File: src/common/acb_pkg.sv
// shared constants, register map and types of the converter config bank
package acb_pkg;
  // ****************************************
  // datapath and timing
  // ****************************************
  localparam int SAMP_W = 14;
  localparam int LATENCY = 11;
  localparam int PED_W = 6;
  localparam int FRAC_W = 31;
  localparam int TAU_BASE = 20;
  localparam logic [3:0] TAU_MAX = 4'hB;
  localparam int CLK_MHZ = 100;
  localparam int WAKE_US = 100;
  localparam int WAKE_CYC_DEF = WAKE_US * CLK_MHZ;
  // ****************************************
  // register map
  // ****************************************
  localparam int NREG = 16;
  localparam logic [7:0] REG_RST = 8'h00;
  localparam logic [7:0] ADR_TUNE_A = 8'h06;
  localparam logic [7:0] ADR_FMT = 8'h29;
  localparam logic [7:0] ADR_DCEN = 8'h3D;
  localparam logic [7:0] ADR_DIGEN = 8'h44;
  localparam logic [7:0] ADR_PWR = 8'h45;
  localparam logic [7:0] ADR_TUNE_B = 8'hBA;
  localparam logic [7:0] ADR_PED_A = 8'hBF;
  localparam logic [7:0] ADR_PED_B = 8'hC1;
  localparam logic [7:0] ADR_LOOP = 8'hCF;
  localparam logic [7:0] ADR_TUNE_C = 8'hD5;
  localparam logic [7:0] ADR_TUNE_D = 8'hD9;
  localparam logic [7:0] ADR_TUNE_SB = 8'hDB;
  localparam logic [7:0] ADR_TUNE_E = 8'hDC;
  localparam logic [7:0] ADR_SLOW_M = 8'hEF;
  localparam logic [7:0] ADR_SWING = 8'hF1;
  localparam logic [7:0] ADR_SLOW_A = 8'hF2;
  localparam logic [7:0] ADR_TAB [NREG] = '{ADR_TUNE_A, ADR_FMT, ADR_DCEN, ADR_DIGEN, ADR_PWR,
    ADR_TUNE_B, ADR_PED_A, ADR_PED_B, ADR_LOOP, ADR_TUNE_C, ADR_TUNE_D, ADR_TUNE_SB,
    ADR_TUNE_E, ADR_SLOW_M, ADR_SWING, ADR_SLOW_A};
  localparam int I_TA = 0, I_FMT = 1, I_DCEN = 2, I_DIGEN = 3, I_PWR = 4, I_TB = 5;
  localparam int I_PED_A = 6, I_PED_B = 7, I_LOOP = 8, I_TC = 9, I_TD = 10, I_TSB = 11;
  localparam int I_TE = 12, I_SLOW_M = 13, I_SWING = 14, I_SLOW_A = 15;
  // ****************************************
  // field positions
  // ****************************************
  localparam int B_STRENGTH = 5;
  localparam int B_PDN = 2;
  localparam int B_DCEN = 5;
  localparam int B_DIGEN = 0;
  localparam int B_FREEZE = 7;
  localparam int TAU_LSB = 2;
  localparam int PED_LSB = 2;
  localparam int FMT_LSB = 3;
  localparam logic [1:0] FMT_OB = 2'b11;
  localparam logic [1:0] SWING_ON = 2'b11;
  localparam logic [1:0] SWING_OFF = 2'b00;
  localparam int B_SLOW_B = 0;
  localparam int B_SLOW_M = 4;
  localparam int B_SLOW_A = 3;
  // ****************************************
  // host command registers on the bus
  // ****************************************
  localparam logic [31:0] HA_CMD = 32'h0000_0000;
  localparam logic [31:0] HA_STAT = 32'h0000_0004;
  localparam int C_ADDR_LSB = 8;
  localparam int C_WR = 16;
  localparam int S_BUSY = 8;
  localparam int S_REF = 9;
  typedef enum logic [1:0] {HS_IDLE = 2'b01, HS_WAIT = 2'b10} acb_hst_t;
  // writable bits per address, all others read zero
  function automatic logic [7:0] reg_wmask(input logic [7:0] a);
    case (a)
      ADR_TUNE_A: reg_wmask = 8'h06;
      ADR_FMT: reg_wmask = 8'h18;
      ADR_DCEN: reg_wmask = 8'h20;
      ADR_DIGEN: reg_wmask = 8'h01;
      ADR_PWR: reg_wmask = 8'h24;
      ADR_TUNE_B: reg_wmask = 8'h08;
      ADR_PED_A: reg_wmask = 8'hFC;
      ADR_PED_B: reg_wmask = 8'hFC;
      ADR_LOOP: reg_wmask = 8'hBC;
      ADR_TUNE_C: reg_wmask = 8'h20;
      ADR_TUNE_D: reg_wmask = 8'h22;
      ADR_TUNE_SB: reg_wmask = 8'hE1;
      ADR_TUNE_E: reg_wmask = 8'h22;
      ADR_SLOW_M: reg_wmask = 8'h10;
      ADR_SWING: reg_wmask = 8'h03;
      ADR_SLOW_A: reg_wmask = 8'h08;
      default: reg_wmask = 8'h00;
    endcase
  endfunction
endpackage

File: src/common/acb_link_if.sv
// register programming link between host controller and converter bank
`timescale 1ns/10ps
interface acb_link_if;
  logic req;
  logic wr;
  logic [7:0] addr;
  logic [7:0] wdata;
  logic [7:0] rdata;
  logic ack;
  modport dev (input req, input wr, input addr, input wdata, output rdata, output ack);
  modport host (output req, output wr, output addr, output wdata, input rdata, input ack);
endinterface

File: src/hdl/acb_dly.sv
// fixed-depth delay line for one sample word
`timescale 1ns/10ps
module acb_dly #(
  parameter int W = 14,
  parameter int D = 10
) (
  // clock and reset
  input wire logic mclk,
  input wire logic rst_b,
  // data
  input wire logic [W-1:0] din,
  output logic [W-1:0] dout
);
  logic [W-1:0] stg_ff [D];

  if (D < 1) begin : g_bad
    $error("acb_dly: depth below one");
  end

  always_ff @(posedge mclk)
  begin
    if (!rst_b)
      for (int i = 0; i < D; i++)
        stg_ff[i] <= '0;
    else
    begin
      stg_ff[0] <= din;
      for (int i = 1; i < D; i++)
        stg_ff[i] <= stg_ff[i-1];
    end
  end

  assign dout = stg_ff[D-1];
endmodule

File: src/hdl/acb_dev.sv
// converter end: configuration bank, dc loop and output stage
//
// Implementation choice: the AHB-Lite interface to the registers.
`timescale 1ns/10ps
module acb_dev import acb_pkg::*; #(
  parameter int WAKE_CYCLES = WAKE_CYC_DEF,
  parameter int DW = SAMP_W
) (
  // clock and reset
  input wire logic mclk,
  input wire logic rst_b,
  // register link
  acb_link_if.dev lnk,
  // converter samples
  input wire logic [DW-1:0] samp_a,
  input wire logic [DW-1:0] samp_b,
  // output data
  output logic [DW-1:0] dout_a,
  output logic [DW-1:0] dout_b,
  output logic dout_vld,
  // analog controls
  output logic drive_double,
  output logic full_chip_powerdown,
  output logic chan_a_slow_rate,
  output logic chan_b_slow_rate,
  output logic swing_apply,
  output logic [11:1] perf_tune_bits
);
  localparam int CW = $clog2(WAKE_CYCLES + 1);
  localparam int EW = DW + FRAC_W;

  if (DW != SAMP_W || WAKE_CYCLES < 1) begin : g_bad
    $error("acb_dev: unsupported width or wake count");
  end

  logic [7:0] regs_ff [NREG];
  logic [7:0] rdata_ff;
  logic [7:0] nxt_rdata;
  logic ack_ff;
  logic [CW-1:0] wake_ff;
  logic vld_ff;
  logic drv_ff;
  logic pdn_ff;
  logic slow_a_ff;
  logic slow_b_ff;
  logic swing_ff;
  logic [11:1] tune_ff;
  logic [DW-1:0] samp_ff [2];
  logic [DW-1:0] dly [2];
  logic [DW-1:0] dout_ff [2];
  logic signed [EW-1:0] est_ff [2];
  logic dig_on;
  logic loop_on;
  logic freeze;
  logic fmt_ob;
  logic [3:0] tau_eff;
  logic [5:0] shift;

  // ****************************************
  // register bank
  // ****************************************
  always_ff @(posedge mclk)
  begin
    if (!rst_b)
      for (int i = 0; i < NREG; i++)
        regs_ff[i] <= REG_RST;
    else if (lnk.req && lnk.wr)
      for (int i = 0; i < NREG; i++)
        if (lnk.addr == ADR_TAB[i])
          regs_ff[i] <= lnk.wdata & reg_wmask(lnk.addr);
  end

  always_comb
  begin
    nxt_rdata = 8'h00;
    for (int i = 0; i < NREG; i++)
      if (lnk.addr == ADR_TAB[i])
        nxt_rdata = regs_ff[i];
  end

  always_ff @(posedge mclk)
  begin
    if (!rst_b)
    begin
      rdata_ff <= 8'h00;
      ack_ff <= 1'b0;
    end
    else
    begin
      rdata_ff <= (lnk.req && !lnk.wr) ? nxt_rdata : 8'h00;
      ack_ff <= lnk.req;
    end
  end

  assign lnk.rdata = rdata_ff;
  assign lnk.ack = ack_ff;

  // ****************************************
  // static controls
  // ****************************************
  always_ff @(posedge mclk)
  begin
    if (!rst_b)
    begin
      drv_ff <= 1'b0;
      pdn_ff <= 1'b0;
      slow_a_ff <= 1'b0;
      slow_b_ff <= 1'b0;
      swing_ff <= 1'b0;
      tune_ff <= '0;
    end
    else
    begin
      drv_ff <= regs_ff[I_PWR][B_STRENGTH];
      pdn_ff <= regs_ff[I_PWR][B_PDN];
      slow_a_ff <= regs_ff[I_SLOW_M][B_SLOW_M] && regs_ff[I_SLOW_A][B_SLOW_A];
      slow_b_ff <= regs_ff[I_SLOW_M][B_SLOW_M] && regs_ff[I_TSB][B_SLOW_B];
      swing_ff <= regs_ff[I_SWING][1:0] == SWING_ON;
      tune_ff <= {regs_ff[I_TE][5], regs_ff[I_TE][1], regs_ff[I_TSB][7:5], regs_ff[I_TD][5],
        regs_ff[I_TD][1], regs_ff[I_TC][5], regs_ff[I_TB][3], regs_ff[I_TA][2:1]};
    end
  end

  // ****************************************
  // power-down and wake-up
  // ****************************************
  always_ff @(posedge mclk)
  begin
    if (!rst_b)
    begin
      wake_ff <= '0;
      vld_ff <= 1'b0;
    end
    else
    begin
      if (regs_ff[I_PWR][B_PDN])
        wake_ff <= CW'(WAKE_CYCLES);
      else if (wake_ff != '0)
        wake_ff <= wake_ff - 1'b1;
      vld_ff <= !regs_ff[I_PWR][B_PDN] && wake_ff == '0;
    end
  end

  // ****************************************
  // dc loop controls
  // ****************************************
  assign dig_on = regs_ff[I_DIGEN][B_DIGEN];
  assign loop_on = dig_on && regs_ff[I_DCEN][B_DCEN];
  assign freeze = regs_ff[I_LOOP][B_FREEZE];
  assign fmt_ob = regs_ff[I_FMT][FMT_LSB+1:FMT_LSB] == FMT_OB;
  // reserved codes fall back to the slowest constant
  assign tau_eff = (regs_ff[I_LOOP][TAU_LSB+3:TAU_LSB] > TAU_MAX) ?
    TAU_MAX : regs_ff[I_LOOP][TAU_LSB+3:TAU_LSB];
  assign shift = 6'(TAU_BASE) + {2'b00, tau_eff};

  // ****************************************
  // per-channel datapath
  // ****************************************
  for (genvar c = 0; c < 2; c++)
  begin : g_ch
    localparam int IP = (c == 0) ? I_PED_A : I_PED_B;
    logic signed [DW-1:0] xc;
    logic signed [DW-1:0] est_int;
    logic signed [PED_W-1:0] ped;
    logic signed [EW:0] err;
    logic signed [DW+1:0] sum;
    logic [DW-1:0] sat;
    logic [DW-1:0] res;

    always_ff @(posedge mclk)
    begin
      if (!rst_b)
        samp_ff[c] <= '0;
      else
        samp_ff[c] <= (c == 0) ? samp_a : samp_b;
    end

    acb_dly #(.W(DW), .D(LATENCY - 1)) u_dly (
      .mclk(mclk),
      .rst_b(rst_b),
      .din(samp_ff[c]),
      .dout(dly[c])
    );

    // converter code is offset binary; work around midcode as zero
    assign xc = {~dly[c][DW-1], dly[c][DW-2:0]};
    assign err = {xc[DW-1], xc, FRAC_W'(0)} - {est_ff[c][EW-1], est_ff[c]};
    assign est_int = est_ff[c][EW-1:FRAC_W];
    assign ped = regs_ff[IP][PED_LSB+PED_W-1:PED_LSB];

    always_ff @(posedge mclk)
    begin
      if (!rst_b)
        est_ff[c] <= '0;
      else if (!loop_on)
        est_ff[c] <= '0;
      else if (!freeze)
        est_ff[c] <= est_ff[c] + EW'(err >>> shift);
    end

    assign sum = {{2{xc[DW-1]}}, xc} - {{2{est_int[DW-1]}}, est_int}
      + {{(DW+2-PED_W){ped[PED_W-1]}}, ped};
    assign sat = (sum[DW+1:DW-1] == 3'b000 || sum[DW+1:DW-1] == 3'b111) ?
      sum[DW-1:0] : {sum[DW+1], {(DW-1){~sum[DW+1]}}};
    assign res = loop_on ? sat : xc;

    always_ff @(posedge mclk)
    begin
      if (!rst_b)
        dout_ff[c] <= '0;
      else if (!vld_ff)
        dout_ff[c] <= '0;
      else
        dout_ff[c] <= fmt_ob ? {~res[DW-1], res[DW-2:0]} : res;
    end
  end

  // ****************************************
  // outputs
  // ****************************************
  assign dout_a = dout_ff[0];
  assign dout_b = dout_ff[1];
  assign dout_vld = vld_ff;
  assign drive_double = drv_ff;
  assign full_chip_powerdown = pdn_ff;
  assign chan_a_slow_rate = slow_a_ff;
  assign chan_b_slow_rate = slow_b_ff;
  assign swing_apply = swing_ff;
  assign perf_tune_bits = tune_ff;
endmodule

File: src/flat_wrapper.sv
// flat-port wrapper written by rule: the top's interface ports become plain ports
module acb_dev_flat import acb_pkg::*;
#(
  parameter int WAKE_CYCLES = WAKE_CYC_DEF,
  parameter int DW = SAMP_W
)
  (mclk, rst_b, samp_a, samp_b, dout_a, dout_b, dout_vld, drive_double, full_chip_powerdown, chan_a_slow_rate, chan_b_slow_rate, swing_apply, perf_tune_bits, lnk_req, lnk_wr, lnk_addr, lnk_wdata, lnk_rdata, lnk_ack);
  acb_link_if lnk_i ();
  input wire logic mclk;
  input wire logic rst_b;
  input wire logic [DW-1:0] samp_a;
  input wire logic [DW-1:0] samp_b;
  output logic [DW-1:0] dout_a;
  output logic [DW-1:0] dout_b;
  output logic dout_vld;
  output logic drive_double;
  output logic full_chip_powerdown;
  output logic chan_a_slow_rate;
  output logic chan_b_slow_rate;
  output logic swing_apply;
  output logic [11:1] perf_tune_bits;
  input wire logic [$bits(lnk_i.req)-1:0] lnk_req;
  input wire logic [$bits(lnk_i.wr)-1:0] lnk_wr;
  input wire logic [$bits(lnk_i.addr)-1:0] lnk_addr;
  input wire logic [$bits(lnk_i.wdata)-1:0] lnk_wdata;
  output wire logic [$bits(lnk_i.rdata)-1:0] lnk_rdata;
  output wire logic [$bits(lnk_i.ack)-1:0] lnk_ack;
  assign lnk_i.req = lnk_req;
  assign lnk_i.wr = lnk_wr;
  assign lnk_i.addr = lnk_addr;
  assign lnk_i.wdata = lnk_wdata;
  assign lnk_rdata = lnk_i.rdata;
  assign lnk_ack = lnk_i.ack;
  acb_dev #(.WAKE_CYCLES(WAKE_CYCLES), .DW(DW)) u_core (.mclk(mclk), .rst_b(rst_b), .lnk(lnk_i), .samp_a(samp_a), .samp_b(samp_b), .dout_a(dout_a), .dout_b(dout_b), .dout_vld(dout_vld), .drive_double(drive_double), .full_chip_powerdown(full_chip_powerdown), .chan_a_slow_rate(chan_a_slow_rate), .chan_b_slow_rate(chan_b_slow_rate), .swing_apply(swing_apply), .perf_tune_bits(perf_tune_bits));
endmodule
File: config.mk
export PLATFORM = sky130hd
export DESIGN_NAME = acb_dev_flat
export DESIGN_NICKNAME = d
export VERILOG_FILES = /design/src/common/acb_pkg.sv /design/src/common/acb_link_if.sv /design/src/hdl/acb_dly.sv /design/src/hdl/acb_dev.sv /design/src/flat_wrapper.sv
export SDC_FILE = /design/constraint.sdc
export NUM_CORES = 1
export LEC_CHECK = 0
export BUFFER_PORTS_ARGS = -buffer_cell sky130_fd_sc_hd__buf_2
export CORE_ASPECT_RATIO = 0.9
export CORE_MARGIN = 3
export CORE_UTILIZATION = 26
export DETAILED_ROUTE_END_ITERATION = 10
export PLACE_DENSITY = 0.43
export SKIP_LAST_GASP = 1
export SLEW_MARGIN = 5
export SYNTH_ARGS = -nofsm -noshare
export SYNTH_HDL_FRONTEND = slang
export SYNTH_HIERARCHICAL = 1
export SYNTH_SLANG_ARGS = --single-unit
export TNS_END_PERCENT = 5
File: constraint.sdc
create_clock -name mclk -period 6.99 [get_ports mclk]
set_input_delay 1.398 -clock mclk [delete_from_list [all_inputs] [get_ports mclk]]
set_output_delay 1.398 -clock mclk [all_outputs]
set_load 0.01 [all_outputs]
# Word-level counts from Yosys, hierarchy flattened
# Memory sizes are Yosys's and may differ from the RTL's.
# Index checks and enable logic that the tools add are counted.
[totals] input_bits=48 memories=6 out_inout_bits=54 register_bits=40 mem_bits_rw=554
[classes] reduce_logical=17 add_sub_neg=10 eq_ne=20 shift=2 order_cmp=1 bitwise_logic=69 mux=198
[memory_table] memory="u_core.g_ch[0].u_dly.stg_ff" words=10 width=14 read_ports=10 rd_ports_with_merged_regs=0 write_ports=10 line_no="acb_dly.sv:14" rtl="logic [W-1:0] stg_ff [D];"
[memory_table] memory="u_core.g_ch[1].u_dly.stg_ff" words=10 width=14 read_ports=10 rd_ports_with_merged_regs=0 write_ports=10 line_no="acb_dly.sv:14"
[memory_table] memory="u_core.regs_ff" words=16 width=8 read_ports=16 rd_ports_with_merged_regs=0 write_ports=16 line_no="acb_dev.sv:36" rtl="logic [7:0] regs_ff [NREG];"
[memory_table] memory="u_core.est_ff" words=2 width=45 read_ports=2 rd_ports_with_merged_regs=0 write_ports=2 line_no="acb_dev.sv:51" rtl="logic signed [EW-1:0] est_ff [2];"
[memory_table] memory="u_core.dout_ff" words=2 width=14 read_ports=2 rd_ports_with_merged_regs=0 write_ports=2 line_no="acb_dev.sv:50" rtl="logic [DW-1:0] dout_ff [2];"
[memory_table] memory="u_core.samp_ff" words=2 width=14 read_ports=2 rd_ports_with_merged_regs=0 write_ports=2 line_no="acb_dev.sv:48" rtl="logic [DW-1:0] samp_ff [2];"
[ops] op="$mux W8" count=80
[ops] op="$mux W14" count=34
[ops] op="$mux W45" count=4
[ops] op="$and A8 B8 Y8" count=16
[ops] op="$sshr A46 B6 Y45" count=2
[ops] op="$sub A45 B45 Y46" count=2
[ops] op="$add A45 B45 Y45" count=2
[ops] op="$eq A8 B8 Y1 const B" count=11
[ops] op="$mux W1" count=79
[ops] op="$or A1 B1 Y1" count=46
[ops] op="$add A16 B16 Y16" count=2
[ops] op="$sub A14 B14 Y15" count=2
[ops] op="$eq A8 B6 Y1 const B" count=2
[ops] op="$eq A8 B7 Y1 const B" count=2
[ops] op="$logic_not A14 Y1" count=1
[ops] op="$reduce_bool A14 Y1" count=1
[ops] op="$sub A14 B1 Y14 const B" count=1
[ops] op="$eq A8 B3 Y1 const B" count=1
[ops] op="$not A1 Y1" count=7
[ops] op="$add A5 B4 Y6 const A" count=1
[ops] op="$eq A3 B3 Y1 const B" count=2
[ops] op="$logic_and A1 B1 Y1" count=6
[ops] op="$logic_not A3 Y1" count=2
[ops] op="$eq A2 B2 Y1 const B" count=2
[ops] op="other kinds (7)" count=9

# Longest topological paths before layout
# Gate-level depths: netlist (run 1).
[depth] depth_word=17 ltp_mapped=25

# Modules after synthesis
# Netlist (run 1), hierarchy kept.
[by_module_without_submodules] module="acb_dev" n_inst=1 area_each_um2=20462.1 cells_each=2494
[by_module_without_submodules] module="acb_dly" n_inst=2 area_each_um2=3927.5 cells_each=309

# Worst setup path before layout (run 1)
# Ideal clock, no wire load.
[synth_path] kind="flip-flop to flip-flop" startpoint="memory u_core/est_ff[1][21] (netlist name)" endpoint="memory u_core/est_ff[1][41] (netlist name), data pin" required_ns=6.724 slack_ns=1.576 arrival_time_ns=5.148 path_stages_with_launch=25 n_path_buf=4 setup_time_ns=0.266 cell_sequence="edfxtp_1 > buf_6 > or4_1 > buf_2 > nor4_4 > and3_1 > buf_2 > a31oi_1 > a21oi_1 > and2b_1 > a21o_1 > o21ai_0 > o221ai_1 > ha_1 > clkbuf_1 > a21o_1 > a21o_1 > a21o_1 > or3_1 > o21ai_1 > o21ai_0 > a21bo_2 > a311oi_1 > xor2_1 > nor2_1"
[synth_lines] element="from (decl)" line_no="acb_dev.sv:51"

==> summary.txt, run 1 <==
Routing
  • WL final: 81,200 µm
  • DR DRC count: 0
  • Iter 0 DRT Violations: about 1,700
  • Post-route ant nets: 0
  • Drt wl/cell: ~17 µm
  • DR vias/cell: ~4.8
  • TritonRoute pass-1 iters: 5
  • Via count: ~22,000

Pwr
  • Pwr dens: approximately 270 nW/µm²
  • Comb power frac: 0.287
  • Clock share of power: 0.348
  • Lkg Pwr: 13.5 nW
  • Int Power: ~0.006 W
  • Worst IR Drop VDD: approximately 0.22 mV
  • Sequential power share: 0.365
  • Net Switching: between 0.002 and 0.003 W
  • Sw Ratio: 0.332

Synthesis
  • Synthesis Warnings: 6
  • FF+latch count, synth: 505
  • Top post-synthesis cells by area: dfxtp_1 25%, edfxtp_1 17%, and2_1 7.5%, ha_1 6.7%, nor2_1 3.5%
  • Post-synth top area share: 0.246
  • Post-synthesis average cell area: around 9 µm²
  • Cell accounting for the most synthesized area: dfxtp_1
  • Synth Flop Type: dfxtp_1
  • Ys async rst share: 0
  • Seq/Total Area, Yosys: 0.413
  • Synth cell types: between 90 and 100
  • Mapped Cells: between 3,000 and 4,000
  • Post-synth EDFFs: 157
  • Mapped cell area: around 28,000 µm²

Floorplan
  • I/O Pins: roughly 100
  • Core area: 108,000 µm²
  • Die Area: 113,000 µm²
  • Starting Density: 0.263
  • Width of the die: between 300 and 400 µm
  • Row cnt: 114
  • Chip Height: between 300 and 400 µm

STA
  • Min cycle time layout: between 6 and 7 ns
  • RSZ-0062 raised after global routing: false
  • Slew margin rel.: 0.253
  • Final Cycle Share: 0.932
  • Slew @ Worst Pin: between 1 and 1.5 ns
  • Final hold violation count: 0
  • Final setup vio count: 0
  • Clock Skews: around 0.050 ns
  • Post-Route Setup TNS: 0 ns
  • Max-slew violation count: 0
  • Final worst setup slack: about 0.47 ns
  • Fmax: 153 MHz

Placed design
  • RePlAce Congestion: 0.862
  • DP HPWL: roughly 60,000 µm
  • IO Port Bufs: 101
  • Placement Cell Area: ~30,000 µm²
  • Dpl cells: ~4,600
  • Worst slack, placed: a little under 0.5 ns

Cells and area
  • Fin nets: 3,407
  • Layout cells sized above 1: 0.0942
  • Most frequent cells in the layout: 348 x dfxtp_1, 338 x and2_1, 262 x nor2_1
  • Non-Filler Instances: about 4,700
  • N_diodes: 0
  • Most common cell after layout, fill and taps aside: dfxtp_1
  • P&R area growth vs syn: 13.8%
  • Final core utilization: 0.299
  • Fillers: approximately 11,000
  • Fin area: around 32,000 µm²

Setup path
  • R2r setup slk: about 0.47 ns
  • Crit-path max FO: 7
  • CP arrival: between 6 and 7 ns
  • CP startpoint kind: flip-flop
  • Data required time of the worst path: around 7.4 ns
  • Critical path endpoint category: flip-flop
  • CP Class: flip-flop to flip-flop

CTS
  • Clk_lat worst skew: roughly 0.65 ns
  • Clk root buf: clkbuf_16
  • Worst-path clk slew: 0.07 ns
  • CTS tree: done
  • Clock Path Buffers: 3
  • H-tree depth: 2
  • Post CTS Setup Buffer Count: 0
  • Total CTS buffers: 58
  • Clock Sinks: slightly above 500

Global routing
  • Initial antenna violation count: 1
  • Gr ovfl total: 0
  • Number of global-route vias before repair: approximately 22,000
  • Global-route wire length before repair: approximately 130,000 µm
  • Largest net degree at the start of global routing: between 100 and 150
  • Gr usage total: 0.141

Job
  • Max cap viols: 0

Hold path
  • Worst min path class: flip-flop to flip-flop

Status
  • Outcome: completed
state kept, by name, summed over array words and instances, names as in the netlist:
signal and count:
u_core/swing_apply 1, u_core/chan_b_slow_rate 1, u_core/dout_vld 1, u_core/chan_a_slow_rate 1, u_core/full_chip_powerdown 1, u_core/g_ch.u_dly/stg_ff 280, u_core/perf_tune_bits 11, u_core/samp_ff 28
u_core/drive_double 1, u_core/wake_ff 14, u_core/regs_ff 39, u_core/dout_ff 28, u_core/lnk.rdata 8, u_core/lnk.ack 1, u_core/est_ff 90
final timing paths:
kind / from / to / cells past startpoint
setup / recovery: u_core/est_ff[1][34] / u_core/est_ff[1][41] / 23
hold / removal: u_core/g_ch[0].u_dly/stg_ff[0][12] / u_core/g_ch[0].u_dly/stg_ff[0][26] / 1
setup reg to reg: u_core/est_ff[1][34] / u_core/est_ff[1][41] / 23
hold reg to reg: u_core/g_ch[0].u_dly/stg_ff[0][12] / u_core/g_ch[0].u_dly/stg_ff[0][26] / 1
final cells by class:
class                           instances  area (µm²)  area share
Clock buffer                           90        1740      0.0539
Inverter                              186         698      0.0217
Tap cell                             1450        1810      0.0563
Sequential cell                       505       11700       0.363
Multi-Input combinational cell       2267       15100       0.469
Clock inverter                         18         210     0.00652
Timing Repair Buffer                  160         982      0.0305
stage by stage:
| stage | hold WS [ns] | power, W |
|---|---|---|
| floorplan | 0.406 | 0.00512 |
| global placement | 0.414 | 0.00581 |
| detailed placement | 0.410 | 0.00578 |
| CTS | 0.422 | 0.00892 |
| global route | 0.436 | 0.00934 |
| finish | 0.418 | 0.00881 |
synthesized netlist by cell type (all sizes together), types with 59 or more instances:
library cell,n
dfxtp,348
and2,338
nor2,264
nand2,240
inv,185
a21oi,174
o21ai,164
edfxtp,157
ha,151
clkbuf,110
xnor2,77
buf,71
a21o,63
xor2,61
nand3,59
cells by family after synthesis:
logic type / after synthesis / synth area share
fa+ha+maj: 181 / 0.0879
mux: 47 / 0.0179
buf+inv: 367 / 0.0595
xor+xnor: 138 / 0.0433
simple gates: 1150 / 0.210
flops: 505 / 0.413
compound gates: 723 / 0.169
other cells: 1 / 0.000132
layer usage:
layer / vias up / track usage / routed length, µm
met4: 2 / 0.0381 / 1840
met1: 10600 / 0.206 / 40700
li1: 11000 / - / -
met3: 106 / 0.0223 / 4100
met2: 477 / 0.215 / 34600
met5: - / 0 / 13
power groups by stage:
| stage | Sequential (W) | Combinational [W] | Clock, W |
|---|---|---|---|
| after global routing | 0.00323 | 0.00282 | 0.00329 |
| final | 0.00322 | 0.00253 | 0.00306 |
| after floorplan | 0.00324 | 0.00189 | 0 |
| after global placement | 0.00328 | 0.00253 | 0 |
| after CTS | 0.00322 | 0.00251 | 0.00319 |
| after detailed placement | 0.00328 | 0.00250 | 0 |
timing repair:
action	CTS	global route
setup endpoints to repair	0	1
gates resized for setup	0	1
hold buffers	0	0
endpoints found under the hold margin	0	0
worst max-delay path: stages, from the launching register on:
cell	delay, ns
edfxtp_1	0.45
inv_1	0.08
ha_1	0.37
and2_1	0.25
a221o_1	0.42
a21oi_1	0.32
a31oi_1	0.25
a221oi_1	0.44
xnor2_1	0.21
o21ai_0	0.23
nand2_1	0.08
o21ai_0	0.25
o221ai_1	0.20
ha_1	0.41
a21o_1	0.19
a21o_1	0.17
a21o_1	0.19
or3_1	0.35
o21ai_1	0.32
o21ai_0	0.25
a21bo_2	0.30
a311oi_1	0.29
xor2_1	0.18
nor2_1	0.05
No activity file was read; power rests on OpenSTA's default activity.
==> inputs of run 2 (changes only) <==
Settings changed: CTS_BUF_LIST set to sky130_fd_sc_hd__clkbuf_4.
==> summary.txt, run 2 (synthesis results as in run 1) <==
Status
  • Outcome: completed

STA
  • Final Cycle Share: 0.926 (-0.00659)
  • Final setup vio count: 0 (unchanged)
  • Slew @ Worst Pin: 1.08 ns (-0.0121 ns)
  • Max-slew violation count: 0 (unchanged)
  • Min cycle time layout: 6.47 ns (-0.0461 ns)
  • Post-Route Setup TNS: 0 ns (unchanged)
  • Final hold violation count: 0 (unchanged)
  • Slew margin rel.: 0.261 (+0.00831)
  • Final worst setup slack: 0.519 ns (+0.0461 ns)
  • RSZ-0062 raised after global routing: false
  • Fmax: 155 MHz (+0.71%)
  • Clock Skews: 0.0800 ns (+0.0297 ns)

Pwr
  • Lkg Pwr: 13.7 nW (+1.2%)
  • Worst IR Drop VDD: 0.135 mV (-39%)
  • Pwr dens: 265 nW/µm² (-3.1%)
  • Final Total Pwr: 0.00851 W (-3.4%)

Cells and area
  • Largest register by flop count: u_core/g_ch.u_dly/stg_ff
  • Flip-flop count of the largest register after layout: 280 (unchanged)
  • Fin nets: 3,495 (+2.6%)
  • Layout cells sized above 1: 0.132 (+0.0379)
  • P&R area growth vs syn: 13.4%
  • Fin area: 32,100 µm² (-0.30%)
  • Most common cell after layout, fill and taps aside: dfxtp_1
  • Fillers: 11,600 (+1.3%)
  • Top Registers: u_core/g_ch.u_dly/stg_ff x280, u_core/est_ff x90, u_core/regs_ff x39
  • Non-Filler Instances: 4,819 (+3.1%)
  • Most frequent cells in the layout: 348 x dfxtp_1, 338 x and2_1, 262 x nor2_1

Routing
  • WL final: 81,600 µm (+0.49%)
  • TritonRoute pass-1 iters: 5 (unchanged)
  • Post-route ant nets: 0 (unchanged)
  • DR DRC count: 0 (unchanged)
  • Iter 0 DRT Violations: 1,639 (-5.1%)
  • Via count: 22,700 (+2.3%)
  • DR vias/cell: 4.72 (-0.69%)
  • Drt wl/cell: 16.9 µm (-2.5%)

CTS
  • Clock Sinks: 505 (unchanged)
  • Post CTS Setup Buffer Count: 0 (unchanged)
  • H-tree depth: 4 (+2)
  • Total CTS buffers: 146 (+150%)
  • Resized Gates After CTS: 0 (unchanged)
  • CTS tree: done
  • Worst-path clk slew: 0.07 ns (about the same)
  • Clock Path Buffers: 3 (unchanged)
  • Clk_lat worst skew: 0.98 ns (+0.33 ns)
  • Number of hold buffers added after CTS: 0 (unchanged)
  • Clk root buf: clkbuf_4

Global routing
  • Gr usage total: 0.144 (+0.00274)
  • Initial antenna violation count: 1 (unchanged)
  • Largest net degree at the start of global routing: 103 (unchanged)
  • Gr ovfl total: 0 (unchanged)
  • Global-route wire length before repair: 128,000 µm (+1.1%)
  • Number of global-route vias before repair: 22,400 (+3.7%)

Floorplan
  • Width of the die: 354 µm (unchanged)
  • Die Area: 113,000 µm² (unchanged)
  • Starting Density: 0.263 (unchanged)
  • Core area: 108,000 µm² (unchanged)
  • Chip Height: 319 µm (unchanged)
  • Row cnt: 114 (unchanged)
  • I/O Pins: 102 (unchanged)

Placed design
  • IO Port Bufs: 101 (unchanged)
  • DP HPWL: 60,100 µm (unchanged)
  • Worst slack, placed: 0.488 ns (unchanged)
  • Dpl cells: 4,568 (unchanged)
  • RePlAce Congestion: 0.862 (unchanged)
  • Placement Cell Area: 30,300 µm² (unchanged)

Job
  • Max cap viols: 0 (unchanged)

Setup path
  • CP arrival: 7.15 ns (+0.25 ns)
  • CP startpoint kind: flip-flop
  • Crit-path max FO: 10 (+3)
  • Critical path endpoint category: flip-flop
  • CP Class: flip-flop to flip-flop
  • Data required time of the worst path: 7.67 ns (+0.30 ns)

Hold path
  • Worst min path class: flip-flop to flip-flop
## run 2: worst paths after layout
check                           cells after the start  slack, ns                               from                                 end
worst min-delay path                                1       0.40  u_core/g_ch[1].u_dly/stg_ff[3][6]  u_core/g_ch[1].u_dly/stg_ff[3][20]
worst min register to register                      1       0.40  u_core/g_ch[1].u_dly/stg_ff[3][6]  u_core/g_ch[1].u_dly/stg_ff[3][20]
worst max-delay path                               21       0.52               u_core/est_ff[1][21]                u_core/est_ff[1][41]
worst max register to register                     21       0.52               u_core/est_ff[1][21]                u_core/est_ff[1][41]
## run 2: report_power, final
| part | internal, W | switching, W |
|---|---|---|
| combinational | 0.000999 | 0.00153 |
| sequential | 0.00312 | 0.0000931 |
| clock | 0.00147 | 0.00130 |
| total | 0.00559 | 0.00292 |
## run 2: cell type report
| class | instances | area [µm²] | area share |
|---|---|---|---|
| Clock inverter | 40 | 273 | 0.00849 |
| Timing Repair Buffer | 160 | 982 | 0.0306 |
| Clock buffer | 210 | 1580 | 0.0491 |
| Antenna cell | 1 | 2.50 | 0.0000779 |
| Tap cell | 1450 | 1810 | 0.0565 |
| Inverter | 186 | 698 | 0.0217 |
| Sequential cell | 505 | 11700 | 0.364 |
| Multi-Input combinational cell | 2267 | 15100 | 0.470 |
## run 2: metal layers
| layer | part of all wire | global-route usage | vias to the layer above |
|---|---|---|---|
| met5 | 0 | 0 | - |
| met4 | 0.023 | 0.0492 | 0 |
| met3 | 0.055 | 0.0320 | 127 |
| met2 | 0.42 | 0.214 | 587 |
| met1 | 0.50 | 0.204 | 10800 |
| li1 | - | - | 11200 |
## run 2: through the flow
stage                     hold slack, ns   util
after global placement             0.414  0.281
after global routing               0.418  0.298
after CTS                          0.397  0.298
final                              0.404  0.298
after floorplan                    0.406      -
after detailed placement           0.410  0.281
## run 2: worst max-delay path, cell delays in order, from the launching register on
cell      delay [ns]
edfxtp_1        0.54
or4_1           0.75
nor4_4          0.36
nand4_1         0.22
a31oi_1         0.42
a221oi_1        0.20
xnor2_1         0.34
o21ai_0         0.16
nand2_1         0.09
o21ai_0         0.23
o221ai_1        0.28
ha_1            0.35
a21o_1          0.19
a21o_1          0.17
a21o_1          0.19
or3_1           0.35
o21ai_1         0.31
o21ai_0         0.24
a21bo_2         0.30
a311oi_1        0.28
xor2_1          0.18
nor2_1          0.05
